==> config.mk <==
export PLATFORM = sky130hd
export DESIGN_NAME = strap_regs
export DESIGN_NICKNAME = d
export VERILOG_FILES = /design/src/hw/strap_regs_pkg.sv /design/src/hw/mode_select.sv /design/src/hw/strap_regs.sv
export SDC_FILE = /design/constraint.sdc
export NUM_CORES = 1
export LEC_CHECK = 0
export BUFFER_PORTS_ARGS = -buffer_cell sky130_fd_sc_hd__buf_2
export CAP_MARGIN = 10
export CELL_PAD_IN_SITES_DETAIL_PLACEMENT = 1
export CELL_PAD_IN_SITES_GLOBAL_PLACEMENT = 1
export CORE_MARGIN = 2
export CORE_UTILIZATION = 39
export CTS_CLUSTER_DIAMETER = 30
export DETAILED_ROUTE_END_ITERATION = 8
export PLACE_DENSITY_LB_ADDON = 0.12
export SLEW_MARGIN = 5
export SYNTH_ARGS = -nofsm -noshare
export SYNTH_HDL_FRONTEND = slang
export SYNTH_HIERARCHICAL = 1
export SYNTH_SLANG_ARGS = --single-unit
==> constraint.sdc <==
create_clock -name core_clk_in -period 1.71 [get_ports core_clk_in]
set_input_delay 0.342 -clock core_clk_in [delete_from_list [all_inputs] [get_ports core_clk_in]]
set_output_delay 0.342 -clock core_clk_in [all_outputs]
set_load 0.01 [all_outputs]
==> src/hw/strap_regs_pkg.sv <==
// package: register offsets, field positions, reset codes, carriers
// assumes: used by strap_regs and mode_select; nothing imported
package strap_regs_pkg;
  // ************************************************************
  // register map (mmd register index inside device 2h)
  // ************************************************************
  localparam logic [15:0] OFS_OVERRIDE = 16'h0002;
  localparam logic [15:0] OFS_STATUS = 16'h0003;
  localparam logic [15:0] OFS_CTRL_SKEW = 16'h0004;
  localparam logic [15:0] OFS_CLK_SKEW = 16'h0008;
  localparam logic [15:0] OFS_WAKE_CTRL = 16'h0010;

  // ************************************************************
  // field positions
  // ************************************************************
  localparam int BIT_PWRDN = 7;
  localparam int BIT_NAND = 4;
  localparam int BIT_GMII = 1;
  localparam int BIT_EVT_EN = 8;
  localparam int SEL_LSB = 14;
  localparam int RXDV_LSB = 4;
  localparam int TXEN_LSB = 0;
  localparam int GTX_LSB = 5;
  localparam int RXC_LSB = 0;

  // ************************************************************
  // reset values and writable masks
  // ************************************************************
  localparam logic [3:0] RST_CTRL_CODE = 4'h7;
  localparam logic [4:0] RST_CLK_CODE = 5'h0F;
  localparam logic [1:0] RST_SEL = 2'h0;
  localparam logic [15:0] MASK_OVERRIDE = 16'h0192;
  localparam logic [15:0] MASK_CTRL_SKEW = 16'h00FF;
  localparam logic [15:0] MASK_CLK_SKEW = 16'h03FF;
  localparam logic [15:0] MASK_WAKE_CTRL = 16'hC000;

  // output-select encodings of the shared pin
  localparam logic [1:0] SEL_EVENT = 2'h0;
  localparam logic [1:0] SEL_LED = 2'h1;
  localparam logic [1:0] SEL_BOTH = 2'h2;

  // skew codes delivered to the pad delay cells
  typedef struct packed {
    logic [3:0] rx_dv;
    logic [3:0] tx_en;
    logic [4:0] gtx_clk;
    logic [4:0] rx_clk;
  } skew_type;

  // operating mode as applied (strap or override)
  typedef struct packed {
    logic pwrdn;
    logic nand_tree;
    logic gmii;
  } mode_type;
endpackage

==> src/hw/mode_select.sv <==
// holds the shared led / wake-event pin mux
// assumes: inputs come from registers on the same clock
module mode_select (
  input wire logic core_clk_in, // management clock
  input wire logic rstn_in, // async reset, active low
  input wire logic evt_en_in, // event output enable bit
  input wire logic [1:0] sel_in, // output-select field
  input wire logic led_in, // led indication level
  input wire logic wake_n_in, // wake event, active low
  output logic indicator_out_a, // shared pin, led function
  output logic wake_event_out_a // shared pin, event function, active low
);
  logic nxt_led;
  logic nxt_wake;
  logic led_ff;
  logic wake_ff;

  // reserved select code parks both functions inactive
  always_comb begin
    nxt_led = 1'b0;
    nxt_wake = 1'b1;
    unique case (sel_in)
      strap_regs_pkg::SEL_EVENT: nxt_wake = evt_en_in ? wake_n_in : 1'b1; // [RULE_02] [RULE_03]
      strap_regs_pkg::SEL_LED: nxt_led = led_in; // [RULE_03]
      strap_regs_pkg::SEL_BOTH: begin
        nxt_led = led_in; // [RULE_03]
        nxt_wake = evt_en_in ? wake_n_in : 1'b1; // [RULE_01]
      end
      default: nxt_led = 1'b0;
    endcase
  end

  always_ff @(posedge core_clk_in or negedge rstn_in) begin
    if (!rstn_in) begin
      led_ff <= 1'b0;
      wake_ff <= 1'b1;
    end else begin
      led_ff <= nxt_led;
      wake_ff <= nxt_wake;
    end
  end

  assign indicator_out_a = led_ff;
  assign wake_event_out_a = wake_ff;

  a_event_gated: assert property (@(posedge core_clk_in) disable iff (!rstn_in) // [RULE_01]
    !evt_en_in |=> wake_ff)
    else $error("event pin active while disabled");
  a_led_only: assert property (@(posedge core_clk_in) disable iff (!rstn_in) // [RULE_03]
    (sel_in == strap_regs_pkg::SEL_LED) |=> (wake_ff && led_ff == $past(led_in)))
    else $error("led-only select wrong");
endmodule

==> src/hw/strap_regs.sv <==
// strap override, strap status and pad skew registers with pin mux
// assumes: indirect mmd access decoded upstream into reg strobes on core_clk_in
// Behaviour
// (RULE_01) override bit 8 enables wake-event output on shared pin, default zero
// (RULE_02) shared pin function from enable bit and wake-control bits 15:14
// (RULE_03) select 00 event only, 01 led only, 10 both, 11 reserved
// (RULE_04) override bit 7 makes power-down follow register not strap
// (RULE_05) strap-related reset values come from sampled mode strap pins
// (RULE_06) override bit 4 makes nand-tree follow register not strap
// (RULE_07) override bit 1 makes gmii/mii mode follow register not strap
// (RULE_08) status bit 7 shows strapped power-down; upper byte reads zero
// (RULE_09) status bit 4 shows strapped nand-tree mode
// (RULE_10) status bit 1 shows strapped gmii/mii mode
// (RULE_11) control skew bits 7:4 rx data-valid delay, reset 0111
// (RULE_12) control skew bits 3:0 tx enable delay, reset 0111
// (RULE_13) clock skew bits 9:5 gtx clock delay, reset 01111
// (RULE_14) clock skew bits 4:0 rx clock delay, reset 01111
// (RULE_15) skew codes drive pads steadily; reserved bits ignore writes, read zero
module strap_regs (
  input wire logic core_clk_in, // management clock, 25 mhz
  input wire logic rstn_in, // async reset, active low
  input wire logic [3:0] mode_strap_in, // mode strap pins, raw
  input wire logic reg_wr_in, // register write strobe
  input wire logic reg_rd_in, // register read strobe
  input wire logic [15:0] reg_addr_in, // mmd register index
  input wire logic [15:0] reg_wdata_in, // write data
  input wire logic led_in, // led indication level
  input wire logic wake_n_in, // wake event, active low
  output logic [15:0] reg_rdata_out, // read data, valid after rd strobe
  output strap_regs_pkg::skew_type skew_out, // pad delay codes
  output strap_regs_pkg::mode_type mode_out, // applied operating mode
  output logic indicator_out_a, // shared pin, led function
  output logic wake_event_out_a // shared pin, event function
);
  // ************************************************************
  // strap capture
  // ************************************************************
  logic [3:0] strap_s1_ff;
  logic [3:0] strap_s2_ff;
  logic [1:0] cap_cnt_ff;
  logic [1:0] nxt_cap_cnt;
  logic cap_done;
  logic [2:0] strap_ff;
  logic [2:0] nxt_strap;

  // pins are asynchronous: two flops before use
  always_ff @(posedge core_clk_in or negedge rstn_in) begin
    if (!rstn_in) begin
      strap_s1_ff <= 4'h0;
      strap_s2_ff <= 4'h0;
    end else begin
      strap_s1_ff <= mode_strap_in;
      strap_s2_ff <= strap_s1_ff;
    end
  end

  // latch once the synchroniser has settled after release
  assign cap_done = (cap_cnt_ff == 2'h3);
  always_comb begin
    nxt_cap_cnt = cap_done ? cap_cnt_ff : cap_cnt_ff + 2'h1;
    nxt_strap = strap_ff;
    if (cap_cnt_ff == 2'h2) begin
      // decode of mode pins: bit3 power-down, bit2 nand, bit1 gmii select, bit0 unused
      nxt_strap = {strap_s2_ff[3], strap_s2_ff[2], strap_s2_ff[1]}; // [RULE_05]
    end
  end

  always_ff @(posedge core_clk_in or negedge rstn_in) begin
    if (!rstn_in) begin
      cap_cnt_ff <= 2'h0;
      strap_ff <= 3'h0;
    end else begin
      cap_cnt_ff <= nxt_cap_cnt;
      strap_ff <= nxt_strap;
    end
  end

  // ************************************************************
  // registers
  // ************************************************************
  logic [15:0] ovr_ff;
  logic [15:0] nxt_ovr;
  logic [15:0] cskew_ff;
  logic [15:0] nxt_cskew;
  logic [15:0] kskew_ff;
  logic [15:0] nxt_kskew;
  logic [15:0] wake_ctl_ff;
  logic [15:0] nxt_wake_ctl;
  logic [15:0] rdata_ff;
  logic [15:0] nxt_rdata;
  logic [15:0] status_val;
  logic [15:0] strap_vec;
  logic wr_ovr;

  assign wr_ovr = reg_wr_in && (reg_addr_in == strap_regs_pkg::OFS_OVERRIDE);
  assign strap_vec = (16'h0000 | ({15'h0000, strap_ff[2]} << strap_regs_pkg::BIT_PWRDN)
    | ({15'h0000, strap_ff[1]} << strap_regs_pkg::BIT_NAND)
    | ({15'h0000, strap_ff[0]} << strap_regs_pkg::BIT_GMII));
  // status is read-only; upper byte and reserved bits fixed at zero
  assign status_val = strap_vec; // [RULE_08] [RULE_09] [RULE_10]

  // write path; reserved bits masked so they stay zero
  always_comb begin
    nxt_ovr = ovr_ff;
    nxt_cskew = cskew_ff;
    nxt_kskew = kskew_ff;
    nxt_wake_ctl = wake_ctl_ff;
    // override bits take strap defaults at capture, unless software writes the override register in that same cycle
    if (cap_cnt_ff == 2'h2 && !wr_ovr) begin
      nxt_ovr[strap_regs_pkg::BIT_PWRDN] = strap_s2_ff[3]; // [RULE_05]
      nxt_ovr[strap_regs_pkg::BIT_NAND] = strap_s2_ff[2]; // [RULE_05]
      nxt_ovr[strap_regs_pkg::BIT_GMII] = strap_s2_ff[1]; // [RULE_05]
    end
    if (reg_wr_in) begin
      unique case (reg_addr_in)
        strap_regs_pkg::OFS_OVERRIDE:
          nxt_ovr = reg_wdata_in & strap_regs_pkg::MASK_OVERRIDE; // [RULE_01] [RULE_15]
        strap_regs_pkg::OFS_CTRL_SKEW:
          nxt_cskew = reg_wdata_in & strap_regs_pkg::MASK_CTRL_SKEW; // [RULE_11] [RULE_12]
        strap_regs_pkg::OFS_CLK_SKEW:
          nxt_kskew = reg_wdata_in & strap_regs_pkg::MASK_CLK_SKEW; // [RULE_13] [RULE_14]
        strap_regs_pkg::OFS_WAKE_CTRL:
          nxt_wake_ctl = reg_wdata_in & strap_regs_pkg::MASK_WAKE_CTRL; // [RULE_02]
        default: nxt_wake_ctl = wake_ctl_ff;
      endcase
    end
  end

  // read path; unmapped index reads zero
  always_comb begin
    nxt_rdata = rdata_ff;
    if (reg_rd_in) begin
      unique case (reg_addr_in)
        strap_regs_pkg::OFS_OVERRIDE: nxt_rdata = ovr_ff;
        strap_regs_pkg::OFS_STATUS: nxt_rdata = status_val;
        strap_regs_pkg::OFS_CTRL_SKEW: nxt_rdata = cskew_ff;
        strap_regs_pkg::OFS_CLK_SKEW: nxt_rdata = kskew_ff;
        strap_regs_pkg::OFS_WAKE_CTRL: nxt_rdata = wake_ctl_ff;
        default: nxt_rdata = 16'h0000;
      endcase
    end
  end

  always_ff @(posedge core_clk_in or negedge rstn_in) begin
    if (!rstn_in) begin
      ovr_ff <= 16'h0000;
      cskew_ff <= {8'h00, strap_regs_pkg::RST_CTRL_CODE, strap_regs_pkg::RST_CTRL_CODE};
      kskew_ff <= {6'h00, strap_regs_pkg::RST_CLK_CODE, strap_regs_pkg::RST_CLK_CODE};
      wake_ctl_ff <= {strap_regs_pkg::RST_SEL, 14'h0000};
      rdata_ff <= 16'h0000;
    end else begin
      ovr_ff <= nxt_ovr;
      cskew_ff <= nxt_cskew;
      kskew_ff <= nxt_kskew;
      wake_ctl_ff <= nxt_wake_ctl;
      rdata_ff <= nxt_rdata;
    end
  end
  assign reg_rdata_out = rdata_ff;

  // ************************************************************
  // applied mode and pad codes
  // ************************************************************
  strap_regs_pkg::mode_type nxt_mode;
  strap_regs_pkg::mode_type mode_ff;
  strap_regs_pkg::skew_type skew_ff;
  strap_regs_pkg::skew_type nxt_skew;

  // override bit set: register value rules; clear: strap rules
  always_comb begin
    nxt_mode.pwrdn = ovr_ff[strap_regs_pkg::BIT_PWRDN] ? 1'b1 : strap_ff[2]; // [RULE_04]
    nxt_mode.nand_tree = ovr_ff[strap_regs_pkg::BIT_NAND] ? 1'b1 : strap_ff[1]; // [RULE_06]
    nxt_mode.gmii = ovr_ff[strap_regs_pkg::BIT_GMII] ? 1'b1 : strap_ff[0]; // [RULE_07]
    // codes held steadily; no glitch since they come from flops
    nxt_skew.rx_dv = cskew_ff[strap_regs_pkg::RXDV_LSB +: 4]; // [RULE_11] [RULE_15]
    nxt_skew.tx_en = cskew_ff[strap_regs_pkg::TXEN_LSB +: 4]; // [RULE_12]
    nxt_skew.gtx_clk = kskew_ff[strap_regs_pkg::GTX_LSB +: 5]; // [RULE_13]
    nxt_skew.rx_clk = kskew_ff[strap_regs_pkg::RXC_LSB +: 5]; // [RULE_14]
  end

  always_ff @(posedge core_clk_in or negedge rstn_in) begin
    if (!rstn_in) begin
      mode_ff <= '0;
      skew_ff <= {strap_regs_pkg::RST_CTRL_CODE, strap_regs_pkg::RST_CTRL_CODE,
        strap_regs_pkg::RST_CLK_CODE, strap_regs_pkg::RST_CLK_CODE};
    end else begin
      mode_ff <= nxt_mode;
      skew_ff <= nxt_skew;
    end
  end
  assign mode_out = mode_ff;
  assign skew_out = skew_ff;

  // shared led / wake-event pin
  mode_select u_mux (
    .core_clk_in(core_clk_in),
    .rstn_in(rstn_in),
    .evt_en_in(ovr_ff[strap_regs_pkg::BIT_EVT_EN]),
    .sel_in(wake_ctl_ff[strap_regs_pkg::SEL_LSB +: 2]),
    .led_in(led_in),
    .wake_n_in(wake_n_in),
    .indicator_out_a(indicator_out_a),
    .wake_event_out_a(wake_event_out_a)
  );

  // ************************************************************
  // checks
  // ************************************************************
  a_status_upper: assert property (@(posedge core_clk_in) disable iff (!rstn_in) // [RULE_08]
    reg_rd_in && reg_addr_in == strap_regs_pkg::OFS_STATUS
    |=> reg_rdata_out[15:8] == 8'h00
    && reg_rdata_out[strap_regs_pkg::BIT_PWRDN] == $past(strap_ff[2]))
    else $error("status upper byte or power-down bit wrong");
  a_pwrdn_override: assert property (@(posedge core_clk_in) disable iff (!rstn_in) // [RULE_04]
    ovr_ff[strap_regs_pkg::BIT_PWRDN] |=> mode_out.pwrdn)
    else $error("power-down override ignored");
  a_nand_follow: assert property (@(posedge core_clk_in) disable iff (!rstn_in) // [RULE_06]
    !ovr_ff[strap_regs_pkg::BIT_NAND] |=> mode_out.nand_tree == $past(strap_ff[1]))
    else $error("nand mode wrong");
  a_gmii_override: assert property (@(posedge core_clk_in) disable iff (!rstn_in) // [RULE_07]
    ovr_ff[strap_regs_pkg::BIT_GMII] |=> mode_out.gmii)
    else $error("gmii override ignored");
  a_skew_write: assert property (@(posedge core_clk_in) disable iff (!rstn_in) // [RULE_13]
    reg_wr_in && reg_addr_in == strap_regs_pkg::OFS_CLK_SKEW
    |=> ##1 skew_out.gtx_clk == $past(reg_wdata_in[9:5], 2))
    else $error("gtx skew lost");
  a_rxc_write: assert property (@(posedge core_clk_in) disable iff (!rstn_in) // [RULE_14]
    reg_wr_in && reg_addr_in == strap_regs_pkg::OFS_CLK_SKEW
    |=> ##1 skew_out.rx_clk == $past(reg_wdata_in[4:0], 2))
    else $error("rx clk skew lost");
  a_ctrl_write: assert property (@(posedge core_clk_in) disable iff (!rstn_in) // [RULE_11]
    reg_wr_in && reg_addr_in == strap_regs_pkg::OFS_CTRL_SKEW
    |=> ##1 skew_out.rx_dv == $past(reg_wdata_in[7:4], 2)
    && skew_out.tx_en == $past(reg_wdata_in[3:0], 2))
    else $error("ctrl skew lost");
  a_reserved_zero: assert property (@(posedge core_clk_in) disable iff (!rstn_in) // [RULE_15]
    (ovr_ff & ~strap_regs_pkg::MASK_OVERRIDE) == 16'h0000 && cskew_ff[15:8] == 8'h00
    && (kskew_ff & ~strap_regs_pkg::MASK_CLK_SKEW) == 16'h0000)
    else $error("reserved bit set");
  a_strap_capture: assert property (@(posedge core_clk_in) disable iff (!rstn_in) // [RULE_05]
    cap_cnt_ff == 2'h2 |=> strap_ff == $past(strap_s2_ff[3:1]))
    else $error("strap capture");
endmodule

==> impl_metrics.py, run 1 <==
metrics = {
    "route": {
        "wire_per_inst_um": 14.96,
        "detail-route-antenna-nets": 0,
        "vias_per_cell": 4.699,
        "drt_iter0_drc": 42,
        "post-route-drc-count": 0,
        "first_pass_iters": 4,
        "via_count": 1856,
        "drt_wl_total_um": 5910,
    },
    "synthesis": {
        "number_of_enable_type_register_cells_in_the_synthesized_netlist": 0,
        "synth-compound-area-share_pct": 8.207,
        "synth_top_area_cell": "dfrtp_1",
        "synth_simple_gate_area_share_pct": 8.574,
        "synth_top_cell_area_share_pct": 37.60,
        "ys_dominant_reg_cell": "dfrtp_1",
        "mappedNetlistArea_um2": 2729,
        "yosys.area_share.adder_pct": 1.834,
        "muxShareOfSynthArea_pct": 11.28,
        "sequential_to_total_area_share_from_yosys_stat_pct": 65.52,
        "post_synth_most_frequent_cells": "dfrtp_1 (41), dfstp_2 (29), mux2_2 (22)",
        "synth.avg_cell_area_um2": 13.85,
        "synth_async_sr_flop_share_pct": 100.0,
        "number_of_synthesis_warnings": 6,
        "netlist_top_cells_area": "dfrtp_1 (38%), dfstp_2 (28%), mux2_2 (9.1%)",
        "synth.ff_latch_count": 70,
        "synth.lib_cells_used.distinct": 38,
        "combinational_family_with_the_most_area_after_synthesis": "multiplexers",
        "synth_most_common_cell": "dfrtp_1",
        "synthCells": 197,
        "post_synth_xor_area_fraction_pct": 0.3210,
    },
    "floorplanning": {
        "core_region_area_um2": 6794,
        "ios": 81,
        "chipHeight_um": 87.65,
        "floorplan.rows": 30,
        "die_width_um": 87.65,
        "fp.dieArea_um2": 7683,
        "initial_utilization_pct": 40.17,
    },
    "sta": {
        "unrepaired_setup_endpoints_after_global_routing": "true",
        "finalSetupViolations": 31,
        "drv_slew": 0,
        "achievable_frequency_mhz": 500.2,
        "fin_skew_ns": 0.009186,
        "totalNegativeSetupSlack_ns": -3.716,
        "final_period_minus_worst_setup_slack_ns": 1.999,
        "period_share_pct": 116.9,
        "max_slew_margin_pct": 55.01,
        "tightestPinTransition_ns": 0.6719,
        "timing_hold_violations_final": 0,
        "timing.final.ws_setup_ns": -0.2891,
    },
    "power_and_ir_drop": {
        "power_per_cell_area_nw_per_um2": 865.9,
        "vdd_ir_drop_max_uv": 565.5,
        "p_leak_nw": 1.756,
    },
    "critical_path": {
        "reg2reg_slack_ns": 0.36,
        "worstSetupEndpoint": "wake_ctl_ff[15]",
        "worst-endpoint-required_ns": 1.93,
        "end_kind": "flip-flop",
        "slowest_stage": "or4_4",
        "path_buf_inv": 1,
        "ordered_list_of_cells_on_the_worst_path": "buf_6, or4_4, or4_4, or4_4, mux2_4",
        "r2r.worst_path.cells": 5,
        "timing.critical_path.max_delay_family": "simple AND/OR/NAND/NOR gates",
        "critical_path_data_arrival_time_ns": 2.22,
        "worst_reg2reg_startpoint": "cap_cnt_ff[0]",
        "setup.worst_path.class": "input port to flip-flop",
        "reg2reg_to": "ovr_ff[1]",
        "critPathMaxFanout": 3,
        "cp_common_cell": "or4_4",
        "critical_path.startpoint_type": "input port",
        "critPathMaxStageDelay_ns": 0.53,
        "critical_path.startpoint": "reg_addr_in[13]",
        "worst-path-stages": 5,
    },
    "clock_tree": {
        "max-clock-path-buffers": 2,
        "clock_insertion_delay_worst_skew_ns": 0.34,
        "clock_sink_count": 70,
        "cts_made_buffers": 9,
        "cts_htree_levels": 3,
        "cts-root-buf": "clkbuf_8",
        "tritoncts": "built",
        "cts.reportedPaths.clkPinSlew_ns": 0.07,
    },
    "final_layout": {
        "drive_gt1_share_pct": 59.20,
        "final_cell_area_um2": 3643,
        "insertedDiodeCount": 0,
        "finish.cell_count_without_fillers": 395,
        "synthToLayoutAreaGrowth_pct": 33.52,
        "nets": 340,
    },
    "grt": {
        "grt_pass1_vias": 1941,
        "maximum_number_of_pins_on_one_net_before_global_route_repair": 33,
        "initial_antenna_violation_count": 0,
        "overall_fraction_of_global_route_tracks_in_use_pct": 16.66,
        "grt_pass1_wl_um": 9563,
        "grt.overflow.total": 0,
    },
    "run_status": {
        "status": "complete, but fails checks",
        "violated_checks": "setup timing",
    },
    "run": {
        "reported_max_cap_violation_count": 0,
    },
    "placement": {
        "pre_cts_ws_ns": -0.6726,
        "gpl.final_weighted_congestion": 0.7250,
        "dp_cells": 375,
        "placement.io_buffers": 71,
        "hpwlAfterDp_um": 4291,
        "dpl_cell_area_um2": 3348,
    },
    "hold_path": {
        "holdCritPathClass": "input port to flip-flop",
    },
}
==> cell type report <==
cell class              instances  area (µm²)
clock inverters                 5       38.79
clock buffers                  11       162.7
multi-input cells             105       917.1
flip-flops and latches         70        1788
well taps                      96       120.1
repair buffers                 91       553.0
inverters                      17       63.81
fillers                       726        3151
==> timing repair <==
| action | in CTS | in global routing |
|---|---|---|
| buffers inserted | 1 | 1 |
| hold endpoints to repair | 14 | 0 |
| setup endpoints to repair | 32 | 35 |
| gates resized for setup | 8 | 3 |
| pin swaps | 3 | 4 |
| hold buffers | 1 | 0 |
| cloned | 1 | 0 |
==> through the flow <==
stage,util (%),hold slack (ns),power [W]
detailed placement,49.28,0.3094,0.001892
global route,53.63,0.09160,0.003300
CTS,53.26,0.09457,0.003212
finish,53.63,0.1114,0.003155
floorplan,-,0.04641,0.001768
global placement,49.28,0.3026,0.001889
==> where the power goes <==
group	internal, W	switching, W	leakage (nW)
Clock	0.000662	0.000627	0.101
Combinational	0.0000779	0.000106	0.832
Sequential	0.00168	0.00000655	0.823
==> worst register-to-register path, delay by kind of cell, from the launching register on <==
family	cells	cell delay, ns
multiplexers	1	0.27
adder cells (fa/ha/maj)	1	0.29
flip-flops	1	0.40
AO/OA/AOI/OAI	1	0.08
AND/OR/NAND/NOR	1	0.12
buffers and inverters	1	0.06
==> worst min-delay path by stage <==
stage	from	to	slack (ns)	depth (start not counted)
after floorplan	rstn_in	cap_cnt_ff[0]	0.05	0
after global placement	rstn_in	strap_s2_ff[1]	0.30	1
after CTS	mode_strap_in[2]	strap_s1_ff[2]	0.09	1
after detailed placement	rstn_in	strap_s2_ff[1]	0.31	1
after global routing	mode_strap_in[2]	strap_s1_ff[2]	0.09	1
final	mode_strap_in[2]	strap_s1_ff[2]	0.11	1
==> layer usage <==
layer | track usage (%) | wire length (µm) | up-vias | share of wire [%]
met5 | 0 | 0 | - | 0
met4 | 6.713 | 67 | 0 | 1.1
met3 | 3.959 | 252 | 5 | 4.3
met2 | 27.34 | 2964 | 44 | 50
met1 | 21.35 | 2625 | 934 | 44
li1 | - | - | 873 | -
==> sequential cells by signal, indices dropped and copies added, names as in the netlist <==
name                    cells
strap_s2_ff                 3
skew_out                   18
strap_s1_ff                 3
strap_ff                    3
mode_out                    3
u_mux/wake_event_out_a      1
cskew_ff                    8
cap_cnt_ff                  2
kskew_ff                   10
wake_ctl_ff                 2
reg_rdata_out              12
ovr_ff                      4
u_mux/indicator_out_a       1
==> layout by cell type, fill, tap and decap left out, types with 5 or more instances in the layout <==
cell type,count
a22oi_1,5
buf_2,69
buf_4,15
clkbuf_8,10
dfrtp_1,41
dfstp_2,29
inv_1,17
mux2_2,22
nand2_1,9
nor2b_1,6
o21ai_0,8
o22ai_1,5
or4_4,5
==> cells by family (layout without fill, tap and decap cells) <==
kind of cell / Yosys count / after routing
xor+xnor: 1 / 1
buf+inv: 26 / 124
fa+ha+maj: 4 / 4
flops: 70 / 70
simple gates: 35 / 36
compound gates: 33 / 33
mux: 27 / 27
other cells: 1 / 4
Note: power is estimated with default switching activity, not from simulation.
==> inputs of run 2 (changes only) <==
PLACE_DENSITY_LB_ADDON = 0.1   (was 0.12)
clock period = 1.9 ns   (was 1.71 ns; I/O delays follow)
==> impl_metrics.py, run 2 (synthesis gave the netlist of run 1 again) <==
metrics = {
    "hold_path": {
        "holdCritPathClass": "input port to asynchronous set/reset pin",
    },
    "sta": {
        "unrepaired_setup_endpoints_after_global_routing": "true",
        "fin_skew_ns": 0.01118,
        "timing_hold_violations_final": 0,
        "max_slew_margin_pct": 56.53,
        "tightestPinTransition_ns": 0.6491,
        "finalSetupViolations": 6,
        "final_period_minus_worst_setup_slack_ns": 2.034,
        "timing.final.ws_setup_ns": -0.1344,
        "period_share_pct": 107.1,
        "achievable_frequency_mhz": 491.5,
        "drv_slew": 0,
    },
    "final_layout": {
        "post-route-util_pct": 52.04,
        "mostFrequentLayoutCell": "buf_2",
        "drive_gt1_share_pct": 56.46,
        "multiInputGateArea_um2": 888.4,
        "fillers": 734,
        "final_cell_mix": "buf_2 (70), dfrtp_1 (41), dfstp_2 (29), mux2_2 (22), inv_1 (17)",
        "final_cell_area_um2": 3536,
        "largest_register_ff_count": 18,
        "insertedDiodeCount": 0,
        "synthToLayoutAreaGrowth_pct": 29.57,
        "area.sequential_um2": 1788,
        "nets": 335,
    },
    "critical_path": {
        "reg2reg_to": "ovr_ff[4]",
        "critPathMaxStageDelay_ns": 0.53,
        "setup.worst_path.class": "input port to flip-flop",
        "timing.critical_path.max_delay_family": "simple AND/OR/NAND/NOR gates",
        "critical_path_data_arrival_time_ns": 2.26,
        "r2r.worst_path.cells": 5,
        "worst-endpoint-required_ns": 2.12,
        "end_kind": "flip-flop",
        "slowest_stage": "or4_4",
        "worst_reg2reg_startpoint": "cap_cnt_ff[0]",
        "path_buf_inv": 1,
        "reg2reg_slack_ns": 0.60,
        "ordered_list_of_cells_on_the_worst_path": "buf_6, or4_4, or4_4, or4_4, mux2_4",
        "critical_path.startpoint_type": "input port",
        "critPathMaxFanout": 3,
        "cp_common_cell": "or4_4",
    },
    "placement": {
        "gpl.final_weighted_congestion": 0.6819,
        "dpl_cell_area_um2": 3306,
        "pre_cts_ws_ns": -0.4956,
        "hpwlAfterDp_um": 4032,
        "placement.io_buffers": 71,
    },
    "route": {
        "first_pass_iters": 4,
        "drt_iter0_drc": 53,
        "vias_per_cell": 4.782,
        "drt_wl_total_um": 5905,
        "post-route-drc-count": 0,
        "wire_per_inst_um": 15.14,
        "detail-route-antenna-nets": 0,
        "via_count": 1865,
    },
    "floorplanning": {
        "ios": 81,
        "floorplan.rows": 30,
        "fp.dieArea_um2": 7683,
        "chipHeight_um": 87.65,
        "core_region_area_um2": 6794,
        "initial_utilization_pct": 40.17,
        "die_width_um": 87.65,
    },
    "clock_tree": {
        "tritoncts": "built",
        "clock_insertion_delay_worst_skew_ns": 0.33,
        "cts_htree_levels": 3,
        "cts_hold_buf": 0,
        "cts_made_buffers": 9,
        "cts.reportedPaths.clkPinSlew_ns": 0.07,
        "cts-root-buf": "clkbuf_8",
        "max-clock-path-buffers": 2,
        "clock_sink_count": 70,
    },
    "grt": {
        "initial_antenna_violation_count": 0,
        "grt_pass1_wl_um": 9749,
        "maximum_number_of_pins_on_one_net_before_global_route_repair": 71,
        "grt.overflow.total": 0,
        "overall_fraction_of_global_route_tracks_in_use_pct": 17.20,
        "grt_pass1_vias": 1984,
    },
    "power_and_ir_drop": {
        "power_per_cell_area_nw_per_um2": 776.9,
        "vdd_ir_drop_max_uv": 377.8,
        "p_leak_nw": 1.710,
    },
    "run_status": {
        "status": "complete, but fails checks",
        "violated_checks": "setup timing",
    },
    "run": {
        "reported_max_cap_violation_count": 0,
    },
}
-- run 2: cell types whose count changed in the layout (fill, tap and decap cells not counted), sizes merged --
| cell | change |
|---|---|
| buf | -4 |
| clkinv | -2 |
| clkbuf | +4 |
| clkinvlp | -1 |
| dlygate4sd3 | -1 |
| inv | -1 |
-- run 2: worst max-delay path by stage --
stage / from / to / depth (start not counted)
2_1_floorplan: reg_addr_in[13] / wake_ctl_ff[14] / 4
3_3_place_gp: reg_addr_in[13] / wake_ctl_ff[15] / 5
3_5_place_dp: reg_addr_in[13] / wake_ctl_ff[15] / 5
4_1_cts: reg_addr_in[14] / wake_ctl_ff[15] / 5
5_1_grt: reg_addr_in[14] / wake_ctl_ff[14] / 5
6_report: reg_addr_in[14] / wake_ctl_ff[15] / 5
-- run 2: per-stage QoR --
stage | power, W | hold slack [ns] | setup TNS (ns) | instances
global route | 0.002867 | 0.06434 | -0.6514 | 390
global placement | 0.001688 | 0.3333 | -12.01 | 371
floorplan | 0.001591 | 0.08441 | -4.622 | 200
CTS | 0.002774 | 0.07027 | -0.5028 | 388
finish | 0.002747 | 0.03681 | -0.6039 | 390
detailed placement | 0.001691 | 0.3363 | -12.19 | 371
-- run 2: worst register-to-register path: stages, from the launching register on --
cell and delay (ns):
dfrtp_1 0.39, inv_1 0.06, ha_1 0.28, nand2_1 0.11, o21ai_0 0.09, mux2_2 0.27
-- run 2: area by class of cell --
cell class,count,share of cell area (%)
timing repair buffer,86,14.23
tap,96,3.397
multi-input combinational,105,25.12
sequential,70,50.57
clock inverter,1,0.1415
inverter,17,1.805
clock buffer,15,4.742
-- run 2: report_power, final --
| part | switching [W] | internal (W) | leakage (nW) |
|---|---|---|---|
| Sequential | 0.00000614 | 0.00151 | 0.823 |
| Clock | 0.000526 | 0.000555 | 0.0868 |
| Combinational | 0.0000910 | 0.0000585 | 0.801 |
| Total | 0.000623 | 0.00212 | 1.71 |
-- run 2: routing by layer --
layer | GRT usage [%] | part of all wire (%) | routed length [µm]
met4 | 6.993 | 1.3 | 78
met2 | 28.24 | 51 | 3009
met5 | 0 | 0 | 0
met1 | 21.38 | 44 | 2576
met3 | 4.995 | 4.1 | 241
-- run 2: what timing repair did --
action                     4_1_cts  5_1_grt
setup endpoints to repair       19       17
hold endpoints to repair         0        0
gates resized for setup          3        2
pin swaps                        4        3
gates cloned                     1        0
setup buffers                    0        2
